$ cat src/hw/ldscd_pkg.sv
// package of the led driver serial command decoder: constants, commands, carriers
// assumes a 50 MHz system clock and a 32-bit axi4-lite register bus
package ldscd_pkg;

    localparam int CHANNELS = 16;
    localparam int WORD_W = 16;
    localparam int CNT_W = 5;
    localparam logic [CNT_W-1:0] CNT_MAX = 5'h1F;

    // pwm periods: full-scale on-time n gives duty n/period
    localparam logic [15:0] PERIOD_16 = 16'hFFFF;
    localparam logic [15:0] PERIOD_14 = 16'h3FFF;
    localparam logic [15:0] MASK_14 = 16'h3FFF;

    // state word one: resolution select (0 = 16-bit, the reset choice)
    localparam int S1_RES14_BIT = 0;
    localparam logic [15:0] STATE_ONE_RST = 16'h0000;
    // state word two fields
    localparam int S2_SERIAL_DATA_OUT_OPT_BIT = 0;
    localparam int S2_DETECT_BIT = 1;
    localparam int S2_ONESHOT_BIT = 2;
    localparam logic [15:0] STATE_TWO_RST = 16'h0000;
    localparam logic [15:0] MASK_RST = 16'hFFFF;
    localparam logic [15:0] GRAY_RST = 16'h0000;

    // register byte addresses
    localparam logic [7:0] ADDR_CTRL = 8'h00;
    localparam logic [7:0] ADDR_IRQ_STATUS = 8'h04;
    localparam logic [7:0] ADDR_IRQ_ENABLE = 8'h08;
    localparam logic [7:0] ADDR_IRQ_CLEAR = 8'h0C;
    localparam logic [7:0] ADDR_STATE_ONE = 8'h10;
    localparam logic [7:0] ADDR_STATE_TWO = 8'h14;
    localparam logic [7:0] ADDR_SHIFT = 8'h18;
    localparam logic [7:0] ADDR_MASK = 8'h1C;
    localparam logic [7:0] ADDR_LAST_COUNT = 8'h20;
    localparam logic [7:0] ADDR_RUN = 8'h24;

    localparam int CTRL_BLANK_BIT = 0;
    localparam logic [31:0] CTRL_RST = 32'h0000_0000;

    // interrupt event bits
    localparam int IRQ_W = 5;
    localparam int EV_WORD = 0;
    localparam int EV_START = 1;
    localparam int EV_FAULT = 2;
    localparam int EV_IGNORED = 3;
    localparam int EV_PERIOD = 4;
    localparam logic [IRQ_W-1:0] IRQ_EN_RST = 5'h00;

    localparam logic [1:0] RESP_OKAY = 2'h0;
    localparam logic [1:0] RESP_SLVERR = 2'h2;

    typedef enum logic [2:0] {
        CMD_NONE,
        CMD_LOAD_FIRST_STAGE,
        CMD_LATCH_AND_START,
        CMD_LOAD_ON_OFF_MASK,
        CMD_MANUAL_FAULT_CHECK,
        CMD_COUNTER_RESET,
        CMD_STATE_WORD_ONE,
        CMD_STATE_WORD_TWO
    } ldscd_cmd_e;

    // synchronised serial pins
    typedef struct packed {
        logic sck;
        logic serial_data_in;
        logic transfer_command_line;
        logic pwm_clk;
    } ldscd_pins_s;

    typedef struct packed {
        logic [15:3] unused;
        logic oneshot;
        logic detect;
        logic serial_data_out_opt;
    } ldscd_state_two_s;

endpackage

$ cat src/hw/ldscd_top.sv
// serial command front end of a 16-channel pwm led driver, with axi4-lite status access
// assumes serial clock, data, transfer line, pwm clock and fault inputs are asynchronous
// and slow against i_ref_clk (each level held several clock periods)
//
// Chosen here: the address map and register access over AXI4-Lite.
`timescale 1ns/100ps

// Operation
// - words shift in; pulse count selects command
// - count 0 or 1 loads first stage
// - count 2 or 3 latches, loads faults, starts
// - count 7 or 8 captures on/off mask
// - count 9 or 10 runs manual fault check
// - count 11 or 12 resets pwm counter
// - count 13 or 14 latches state word one
// - count 15 or 16 latches state word two
// - other counts run no command, only record the count and flag an ignored event
// - fault detection only when configured active
// - state word one picks resolution, 16-bit default
// - 16-bit on-time n, duty n/65535, default zero
// - 14-bit ignores top two bits, n/16383
// - words travel most significant bit first
// - option zero: serial out shows previous contents
// - one reference period is minimum pulse
// - repeat mode runs until counter reset
module ldscd_top (
    // clock and reset
    input wire logic i_ref_clk,
    input wire logic i_reset,
    // serial link pins
    input wire logic i_serial_data_in,
    input wire logic i_serial_clock,
    input wire logic i_transfer_command_line,
    input wire logic i_grayscale_reference_clock,
    output logic o_serial_data_out,
    // channel side
    input wire logic [15:0] i_open_load_detect,
    input wire logic [15:0] i_shorted_load_detect,
    output logic [15:0] o_channel_on,
    // axi4-lite write address and data
    input wire logic [7:0] s_axi_awaddr,
    input wire logic s_axi_awvalid,
    output logic s_axi_awready,
    input wire logic [31:0] s_axi_wdata,
    input wire logic [3:0] s_axi_wstrb,
    input wire logic s_axi_wvalid,
    output logic s_axi_wready,
    // axi4-lite write response
    output logic [1:0] s_axi_bresp,
    output logic s_axi_bvalid,
    input wire logic s_axi_bready,
    // axi4-lite read
    input wire logic [7:0] s_axi_araddr,
    input wire logic s_axi_arvalid,
    output logic s_axi_arready,
    output logic [31:0] s_axi_rdata,
    output logic [1:0] s_axi_rresp,
    output logic s_axi_rvalid,
    input wire logic s_axi_rready,
    // interrupt
    output logic o_irq
);

    ////////////////////////////////////////////////////////////////////////////////
    // count-to-command decode, shared by the executor and the ignored-event flag
    function automatic ldscd_pkg::ldscd_cmd_e cmd_of(input logic [4:0] cnt);
        ldscd_pkg::ldscd_cmd_e c;
        c = ldscd_pkg::CMD_NONE;
        case (cnt)
            5'h00, 5'h01: c = ldscd_pkg::CMD_LOAD_FIRST_STAGE;
            5'h02, 5'h03: c = ldscd_pkg::CMD_LATCH_AND_START;
            5'h07, 5'h08: c = ldscd_pkg::CMD_LOAD_ON_OFF_MASK;
            5'h09, 5'h0A: c = ldscd_pkg::CMD_MANUAL_FAULT_CHECK;
            5'h0B, 5'h0C: c = ldscd_pkg::CMD_COUNTER_RESET;
            5'h0D, 5'h0E: c = ldscd_pkg::CMD_STATE_WORD_ONE;
            5'h0F, 5'h10: c = ldscd_pkg::CMD_STATE_WORD_TWO;
            default: c = ldscd_pkg::CMD_NONE;
        endcase
        return c;
    endfunction
    // byte-lane merge for register writes
    function automatic logic [31:0] merge(input logic [31:0] old, input logic [31:0] val,
                                          input logic [3:0] strb);
        logic [31:0] r;
        r = old;
        for (int b = 0; b < 4; b++) begin
            if (strb[b]) begin
                r[8*b +: 8] = val[8*b +: 8];
            end
        end
        return r;
    endfunction
    ////////////////////////////////////////////////////////////////////////////////
    // pin synchronisers: first stage feeds only the second
    ldscd_pkg::ldscd_pins_s pins_meta_q;
    ldscd_pkg::ldscd_pins_s pins_q;
    ldscd_pkg::ldscd_pins_s pins_prev_q;
    logic [31:0] fault_meta_q;
    logic [31:0] fault_q;
    always_ff @(posedge i_ref_clk or posedge i_reset) begin
        if (i_reset) begin
            pins_meta_q <= '0;
            pins_q <= '0;
            pins_prev_q <= '0;
            fault_meta_q <= 32'h0000_0000;
            fault_q <= 32'h0000_0000;
        end else begin
            pins_meta_q <= {i_serial_clock, i_serial_data_in, i_transfer_command_line,
                            i_grayscale_reference_clock};
            pins_q <= pins_meta_q;
            pins_prev_q <= pins_q;
            fault_meta_q <= {i_open_load_detect, i_shorted_load_detect};
            fault_q <= fault_meta_q;
        end
    end
    wire sck_rise = pins_q.sck && !pins_prev_q.sck;
    wire transfer_command_line_rise = pins_q.transfer_command_line && !pins_prev_q.transfer_command_line;
    wire transfer_command_line_fall = !pins_q.transfer_command_line && pins_prev_q.transfer_command_line;
    wire pwm_tick = pins_q.pwm_clk && !pins_prev_q.pwm_clk;
    // a channel reports a fault when its load is open or shorted
    wire [15:0] fault_word = fault_q[31:16] | fault_q[15:0];
    ////////////////////////////////////////////////////////////////////////////////
    // serial shift register and pulse counter
    logic [15:0] shift_q;
    logic [15:0] shift_d;
    logic [4:0] pulse_cnt_q;
    logic [4:0] last_cnt_q;
    logic [15:0] result_q;
    logic result_pend_q;
    logic serial_data_out_q;
    logic [15:0] state_one_q;
    logic [15:0] state_two_q;
    logic [15:0] mask_q;
    ldscd_pkg::ldscd_state_two_s st2;
    assign st2 = state_two_q;
    wire ldscd_pkg::ldscd_cmd_e cmd = cmd_of(pulse_cnt_q);
    wire do_cmd = transfer_command_line_fall;
    wire detect_on = st2.detect;
    wire is_fault_cmd = (cmd == ldscd_pkg::CMD_LATCH_AND_START) ||
                        (cmd == ldscd_pkg::CMD_MANUAL_FAULT_CHECK);
    wire load_result = do_cmd && is_fault_cmd && detect_on;
    // the first clock after a fault load carries the result, not serial data
    wire shift_en = sck_rise && !pins_q.transfer_command_line && !result_pend_q;
    wire result_edge = sck_rise && !pins_q.transfer_command_line && result_pend_q;
    always_comb begin
        shift_d = shift_q;
        // msb first into bit 0 side
        if (shift_en) begin
            shift_d = {shift_q[14:0], pins_q.serial_data_in};
        end else if (result_edge) begin
            shift_d = result_q;
        end
    end
    always_ff @(posedge i_ref_clk or posedge i_reset) begin
        if (i_reset) begin
            shift_q <= 16'h0000;
            pulse_cnt_q <= 5'h00;
            last_cnt_q <= 5'h00;
            serial_data_out_q <= 1'b0;
        end else begin
            // shift data, count pulses in transfer
            shift_q <= shift_d;
            // clear on rise, count while high
            if (transfer_command_line_rise) begin
                pulse_cnt_q <= 5'h00;
            end else if (pins_q.transfer_command_line && sck_rise && pulse_cnt_q != ldscd_pkg::CNT_MAX) begin
                pulse_cnt_q <= pulse_cnt_q + 5'h01;
            end
            if (do_cmd) begin
                last_cnt_q <= pulse_cnt_q;
            end
            serial_data_out_q <= st2.serial_data_out_opt ? 1'b0 : shift_d[15];
        end
    end
    assign o_serial_data_out = serial_data_out_q;
    // automatic result queued; manual result queued
    always_ff @(posedge i_ref_clk or posedge i_reset) begin
        if (i_reset) begin
            result_q <= 16'h0000;
            result_pend_q <= 1'b0;
        end else if (load_result) begin
            result_q <= fault_word;
            result_pend_q <= 1'b1;
        end else if (result_edge) begin
            result_pend_q <= 1'b0;
        end
    end
    ////////////////////////////////////////////////////////////////////////////////
    // command execution on transfer fall
    // unknown counts only record the count and raise the ignored-event flag
    wire ignored = do_cmd && (cmd == ldscd_pkg::CMD_NONE);
    wire load_word = do_cmd && (cmd == ldscd_pkg::CMD_LOAD_FIRST_STAGE);
    wire start_pwm = do_cmd && (cmd == ldscd_pkg::CMD_LATCH_AND_START);
    wire cnt_reset = do_cmd && (cmd == ldscd_pkg::CMD_COUNTER_RESET);
    always_ff @(posedge i_ref_clk or posedge i_reset) begin
        if (i_reset) begin
            mask_q <= ldscd_pkg::MASK_RST;
            state_one_q <= ldscd_pkg::STATE_ONE_RST;
            state_two_q <= ldscd_pkg::STATE_TWO_RST;
        end else if (do_cmd) begin
            case (cmd)
                ldscd_pkg::CMD_LOAD_ON_OFF_MASK: mask_q <= shift_q;
                ldscd_pkg::CMD_STATE_WORD_ONE: state_one_q <= shift_q;
                ldscd_pkg::CMD_STATE_WORD_TWO: state_two_q <= shift_q;
                default: mask_q <= mask_q;
            endcase
        end
    end
    ////////////////////////////////////////////////////////////////////////////////
    // grayscale stages and pwm outputs
    // resolution from state word one
    wire res14 = state_one_q[ldscd_pkg::S1_RES14_BIT];
    wire [15:0] period = res14 ? ldscd_pkg::PERIOD_14 : ldscd_pkg::PERIOD_16;
    logic [15:0] pwm_cnt_q;
    logic running_q;
    logic blank_q;
    wire period_end = running_q && pwm_tick && (pwm_cnt_q == period - 16'h0001);
    logic [15:0] stage1_q [ldscd_pkg::CHANNELS];
    logic [15:0] stage2_q [ldscd_pkg::CHANNELS];
    logic [15:0] chan_q;
    genvar ch;
    generate
        for (ch = 0; ch < ldscd_pkg::CHANNELS; ch++) begin : g_chan
            // top two bits dropped in 14-bit mode
            wire [15:0] level = res14 ? (stage2_q[ch] & ldscd_pkg::MASK_14) : stage2_q[ch];
            always_ff @(posedge i_ref_clk or posedge i_reset) begin
                if (i_reset) begin
                    stage1_q[ch] <= ldscd_pkg::GRAY_RST;
                    stage2_q[ch] <= ldscd_pkg::GRAY_RST;
                    chan_q[ch] <= 1'b0;
                end else begin
                    // chain puts the first word at channel 15
                    if (load_word) begin
                        stage1_q[ch] <= (ch == 0) ? shift_q : stage1_q[(ch + 15) % 16];
                    end
                    // first stage to second, then run
                    if (start_pwm) begin
                        stage2_q[ch] <= stage1_q[ch];
                    end
                    chan_q[ch] <= running_q && !blank_q && mask_q[ch] && (pwm_cnt_q < level);
                end
            end
        end
    endgenerate
    assign o_channel_on = chan_q;
    always_ff @(posedge i_ref_clk or posedge i_reset) begin
        if (i_reset) begin
            pwm_cnt_q <= 16'h0000;
            running_q <= 1'b0;
        end else if (cnt_reset) begin
            pwm_cnt_q <= 16'h0000;
            running_q <= 1'b0;
        end else if (start_pwm) begin
            pwm_cnt_q <= 16'h0000;
            running_q <= 1'b1;
        end else if (running_q && pwm_tick) begin
            if (period_end) begin
                pwm_cnt_q <= 16'h0000;
                running_q <= !st2.oneshot;
            end else begin
                pwm_cnt_q <= pwm_cnt_q + 16'h0001;
            end
        end
    end
    ////////////////////////////////////////////////////////////////////////////////
    // interrupt status: set wins over a simultaneous clear
    logic [4:0] irq_stat_q;
    logic [4:0] irq_en_q;
    logic [4:0] irq_clr;
    wire [4:0] irq_set = {period_end, ignored, load_result && (fault_word != 16'h0000),
                          start_pwm, load_word};
    always_ff @(posedge i_ref_clk or posedge i_reset) begin
        if (i_reset) begin
            irq_stat_q <= 5'h00;
        end else begin
            irq_stat_q <= (irq_stat_q & ~irq_clr) | irq_set;
        end
    end
    assign o_irq = |(irq_stat_q & irq_en_q);
    ////////////////////////////////////////////////////////////////////////////////
    // axi4-lite slave: one write and one read at a time, either channel order
    logic aw_have_q;
    logic w_have_q;
    logic [7:0] aw_addr_q;
    logic [31:0] w_data_q;
    logic [3:0] w_strb_q;
    logic bvalid_q;
    logic [1:0] bresp_q;
    logic rvalid_q;
    logic [31:0] rdata_q;
    logic [1:0] rresp_q;
    logic [31:0] ctrl_q;
    assign s_axi_awready = !aw_have_q && !bvalid_q;
    assign s_axi_wready = !w_have_q && !bvalid_q;
    assign s_axi_bvalid = bvalid_q;
    assign s_axi_bresp = bresp_q;
    assign s_axi_arready = !rvalid_q;
    assign s_axi_rvalid = rvalid_q;
    assign s_axi_rdata = rdata_q;
    assign s_axi_rresp = rresp_q;
    wire wr_go = aw_have_q && w_have_q && !bvalid_q;
    wire wr_ctrl = wr_go && (aw_addr_q == ldscd_pkg::ADDR_CTRL);
    wire wr_en = wr_go && (aw_addr_q == ldscd_pkg::ADDR_IRQ_ENABLE);
    wire wr_clr = wr_go && (aw_addr_q == ldscd_pkg::ADDR_IRQ_CLEAR);
    wire wr_hit = wr_ctrl || wr_en || wr_clr;
    wire [31:0] clr_word = merge(32'h0000_0000, w_data_q, w_strb_q);
    wire [31:0] en_word = merge({27'h0, irq_en_q}, w_data_q, w_strb_q);
    assign irq_clr = wr_clr ? clr_word[4:0] : 5'h00;
    always_ff @(posedge i_ref_clk or posedge i_reset) begin
        if (i_reset) begin
            aw_have_q <= 1'b0;
            w_have_q <= 1'b0;
            aw_addr_q <= 8'h00;
            w_data_q <= 32'h0000_0000;
            w_strb_q <= 4'h0;
            bvalid_q <= 1'b0;
            bresp_q <= ldscd_pkg::RESP_OKAY;
            ctrl_q <= ldscd_pkg::CTRL_RST;
            irq_en_q <= ldscd_pkg::IRQ_EN_RST;
        end else begin
            if (s_axi_awvalid && s_axi_awready) begin
                aw_have_q <= 1'b1;
                aw_addr_q <= {s_axi_awaddr[7:2], 2'h0};
            end
            if (s_axi_wvalid && s_axi_wready) begin
                w_have_q <= 1'b1;
                w_data_q <= s_axi_wdata;
                w_strb_q <= s_axi_wstrb;
            end
            if (wr_go) begin
                aw_have_q <= 1'b0;
                w_have_q <= 1'b0;
                bvalid_q <= 1'b1;
                bresp_q <= wr_hit ? ldscd_pkg::RESP_OKAY : ldscd_pkg::RESP_SLVERR;
            end else if (bvalid_q && s_axi_bready) begin
                bvalid_q <= 1'b0;
            end
            if (wr_ctrl) begin
                ctrl_q <= merge(ctrl_q, w_data_q, w_strb_q) & 32'h0000_0001;
            end
            if (wr_en) begin
                irq_en_q <= en_word[4:0];
            end
        end
    end
    always_ff @(posedge i_ref_clk or posedge i_reset) begin
        if (i_reset) begin
            blank_q <= 1'b0;
        end else begin
            blank_q <= ctrl_q[ldscd_pkg::CTRL_BLANK_BIT];
        end
    end
    logic [31:0] rd_word;
    logic rd_hit;
    always_comb begin
        rd_hit = 1'b1;
        case ({s_axi_araddr[7:2], 2'h0})
            ldscd_pkg::ADDR_CTRL: rd_word = ctrl_q;
            ldscd_pkg::ADDR_IRQ_STATUS: rd_word = {27'h0, irq_stat_q};
            ldscd_pkg::ADDR_IRQ_ENABLE: rd_word = {27'h0, irq_en_q};
            ldscd_pkg::ADDR_STATE_ONE: rd_word = {16'h0, state_one_q};
            ldscd_pkg::ADDR_STATE_TWO: rd_word = {16'h0, state_two_q};
            ldscd_pkg::ADDR_SHIFT: rd_word = {16'h0, shift_q};
            ldscd_pkg::ADDR_MASK: rd_word = {16'h0, mask_q};
            ldscd_pkg::ADDR_LAST_COUNT: rd_word = {27'h0, last_cnt_q};
            ldscd_pkg::ADDR_RUN: rd_word = {30'h0, res14, running_q};
            default: begin
                rd_word = 32'h0000_0000;
                rd_hit = 1'b0;
            end
        endcase
    end
    always_ff @(posedge i_ref_clk or posedge i_reset) begin
        if (i_reset) begin
            rvalid_q <= 1'b0;
            rdata_q <= 32'h0000_0000;
            rresp_q <= ldscd_pkg::RESP_OKAY;
        end else if (s_axi_arvalid && s_axi_arready) begin
            rvalid_q <= 1'b1;
            rdata_q <= rd_word;
            rresp_q <= rd_hit ? ldscd_pkg::RESP_OKAY : ldscd_pkg::RESP_SLVERR;
        end else if (rvalid_q && s_axi_rready) begin
            rvalid_q <= 1'b0;
        end
    end

endmodule

$ cat config.mk
export PLATFORM = sky130hd
export DESIGN_NAME = ldscd_top
export DESIGN_NICKNAME = d
export VERILOG_FILES = /design/src/hw/ldscd_pkg.sv /design/src/hw/ldscd_top.sv
export SDC_FILE = /design/constraint.sdc
export NUM_CORES = 2
export LEC_CHECK = 0
export BUFFER_PORTS_ARGS = -buffer_cell sky130_fd_sc_hd__buf_4
export CAP_MARGIN = 20
export CELL_PAD_IN_SITES_DETAIL_PLACEMENT = 1
export CELL_PAD_IN_SITES_GLOBAL_PLACEMENT = 1
export CORE_MARGIN = 1
export CORE_UTILIZATION = 45
export DETAILED_ROUTE_END_ITERATION = 16
export PLACE_DENSITY = 0.67
export SLEW_MARGIN = 10
export SYNTH_ARGS = -nofsm -noshare
export SYNTH_HDL_FRONTEND = slang
export SYNTH_SLANG_ARGS = --single-unit
$ cat constraint.sdc
create_clock -name i_ref_clk -period 30.5 [get_ports i_ref_clk]
set_input_delay 6.1 -clock i_ref_clk [delete_from_list [all_inputs] [get_ports i_ref_clk]]
set_output_delay 6.1 -clock i_ref_clk [all_outputs]
set_load 0.05 [all_outputs]
==> results.md <==
- Post_cts resized: 0
- Post-Syn Instances: 2669
- Synth area leaders: dfrtp_1 52%, mux2_4 9.1%, ha_1 8.6%, mux2_2 7.1%, mux2_1 4.2%
- Synth Area in Compound Gates: between 5 and 6%
- Synth Area in XOR/XNOR: less than 1%
- Minimum clock period: about 8000 ps
- Die Ht: about 280 um
- Antenna diodes: 0
- RSZ-0062 raised after global routing: false
- ANT nets after route: 0
- FMAX: 0.124 GHz
- DRC viols: 0
- Internal reg-to-reg setup slack: 25820 ps
- Routed wire per std cell: 21.6 um
- Sw Pwr: just under 800 uW
- Hold path endpoint: fault_q[25]
- Status: finished clean
- Sw Ratio: 28.1%
- Reg2Reg Depth: 9
- Global router's overall resource usage: 21.4%
- Max-slew violation count: 0
- Post-Synth Adder-Cell Area: 8.61%
- Layout cells sized above 1: 26.1%
- Comb power frac: 13.4%
- Post-synthesis async set-or-reset flop share: 100%
- Reg2reg start: pulse_cnt_q[1]
- Final Cycle Share: between 20% and 30%
- Number of global-route vias before repair: 23803
- Fin nets: 3131
- Distinct cells, synth: just under 70
- Worst setup EP type: asynchronous set/reset pin
- Critical path fanouts, max: 122
- Die width: 285 um
- Largest family of logic cells by synthesized area: multiplexers
- Io pins: approximately 150
- Sum Neg Setup Slack: 0 ps
- Core Util, Final: between 50% and 60%
- Met3 Use GR: 2.58%
- Number of synthesized flops with an enable pin: 0
- Pin count of the biggest net entering global routing: 181
- Global-route met2 utilization: 36.6%
- Clk network pwr share: between 30% and 40%
- Die area: 80900 um^2
- Gpl congestion: between 0.8 and 0.9
- Layout area overhead: 12.2%
- Vias: ~21000
- Reg-to-reg endpoint: stage2_q[145]
- First-pass GRT wire length: 136000 um
- Commonest non-fill, non-tap cells in the layout: 739 x dfrtp_1, 247 x ha_1, 225 x mux2_2
- PortBufs: 101
- Pwr/cell area: roughly 69 nW/um^2
- CP arrival: slightly below 9000 ps
- Setup bufs post-CTS: 0
- Clk slew on worst S/H paths: 60 ps
- Clk buf depth: 3
- Launch point of the worst hold path: fault_meta_q[25]
- Pre-antenna DRT Iters: 5
- Root buffer cell: clkbuf_16
- Internal cell power: 2000 uW
- Number of antenna violations at the first check in global routing: 0
- Met1 usage: 28.2%
- Leak: 0.0194 uW
- Multiplexer area fraction after synthesis: 22.0%
- TritonCTS clock tree: yes
- Final Hold Fails: 0
- WL final: 84400 um
- GRT overflow: 0
- Power Total: 2780 uW
- Slew HR: 26.6%
- GRT busiest layer: met2
- Startpoint types: primary input
- Initial Util: 45.5%
- H-tree Lvls: 3
- Num CTS Buffers: 83
- FP Rows: 103
- Worst path required time: approximately 31000 ps
- Ys Warns: 0
- Main synth FF type: dfrtp_1
- Setup violators final: 0
- Core area: 79000 um^2
- Most common library cell in the layout ignoring fill and taps: dfrtp_1
- Iter 0 DRT Violations: 1024
- Worst Clk Skew: 22.3 ps
- Post-synthesis sequential area ratio: 52.9%
- Syn avg cell area: 13.5 um^2
- Sink Count: 758
- Fin Hold WS: 347 ps
- Hold Path Class: flop to flop
- Post-Synthesis Cell Area: 35900 um^2
- Detailed placer's ending HPWL: 54800 um
- Yosys top cell area share: 51.7%
- Reg power frac: 50.1%
- Area leader, netlist: dfrtp_1
- Slew @ Worst Pin: 1100 ps
- Flops & latches, synth: 758
- Hold path cells: 0
- CP Class: primary input to asynchronous set/reset pin
- Simple-Gate Fraction of Synth Area: under 10%
- Vias/cell: between 5 and 6
- Max-Cap Viols: 0
- Peak supply drop: 0.0553 mV
- Post-CTS Hold Buffers: 0
- Clk Latency, worst-skew pair: 640 ps
[sequential cells by signal (all words and copies together), names as in the netlist, 32 cells and up]
| name | cells |
|---|---|
| stage1_q | 256 |
| stage2_q | 256 |
| fault_meta_q | 32 |
| fault_q | 32 |
[cells in the mapped netlist, drive strengths merged, types with 30 or more instances]
cell type	instances
nor2b	40
nand2	60
dfrtp	742
nor2	73
inv	225
ha	247
buf	87
clkbuf	30
o21ai	74
nand4	56
a21oi	101
nand2b	51
a21o	68
mux2	576
[power by group through the flow]
stage	clock network (uW)	logic (uW)	registers, uW
finish	1010	373	1390
CTS	1040	380	1390
global placement	0	357	1400
global route	1080	412	1420
floorplan	0	295	1330
detailed placement	0	377	1410
[cells by family (layout without fill, tap and decap cells)]
kind of cell / after synthesis / after routing
muxes: 614 / 614
AOI/OAI and AO/OA: 320 / 320
and+or+nand+nor: 384 / 384
buffers and inverters: 342 / 514
xor gates and xnor gates: 3 / 3
DFF: 758 / 758
adders and majority gates: 247 / 247
other: 1 / 18
[metal layers]
layer | vias to the layer above | wire (um)
met3 | 132 | 2380
met1 | 11188 | 37400
met2 | 288 | 42200
met5 | - | 0
li1 | 9648 | -
met4 | 0 | 2370
[worst max-delay path: stages]
cell,delay [ps]
buf_4,130
inv_8,560
buf_4,820
buf_4,830
[per-stage QoR]
step / setup slack [ps] / area, um^2 / std cells
global route: 21990 / 40300 / 3908
finish: 22450 / 40300 / 3908
global placement: 21590 / 37400 / 3750
CTS: 22230 / 40200 / 3905
floorplan: 3150 / 36000 / 2686
detailed placement: 21530 / 37400 / 3751
[layout make-up]
type	instances	area, um^2
timing repair buffer	135	1090
inverter	225	852
multi-input combinational	1586	15300
sequential	758	19000
clock buffer	135	2470
fill	7876	38700
clock inverter	19	307
tap	1050	1310
[how the worst max path moves through the flow]
stage / slack (ps) / cells past startpoint / to / from
2_1_floorplan: 3150 / 1 / aw_addr_q[2] / i_reset
3_3_place_gp: 21590 / 4 / stage1_q[17] / i_reset
3_5_place_dp: 21530 / 4 / stage1_q[33] / i_reset
4_1_cts: 22230 / 4 / stage1_q[82] / i_reset
5_1_grt: 21990 / 4 / stage1_q[18] / i_reset
6_report: 22450 / 4 / stage2_q[1] / i_reset
Note: power is estimated with default switching activity, not from simulation.
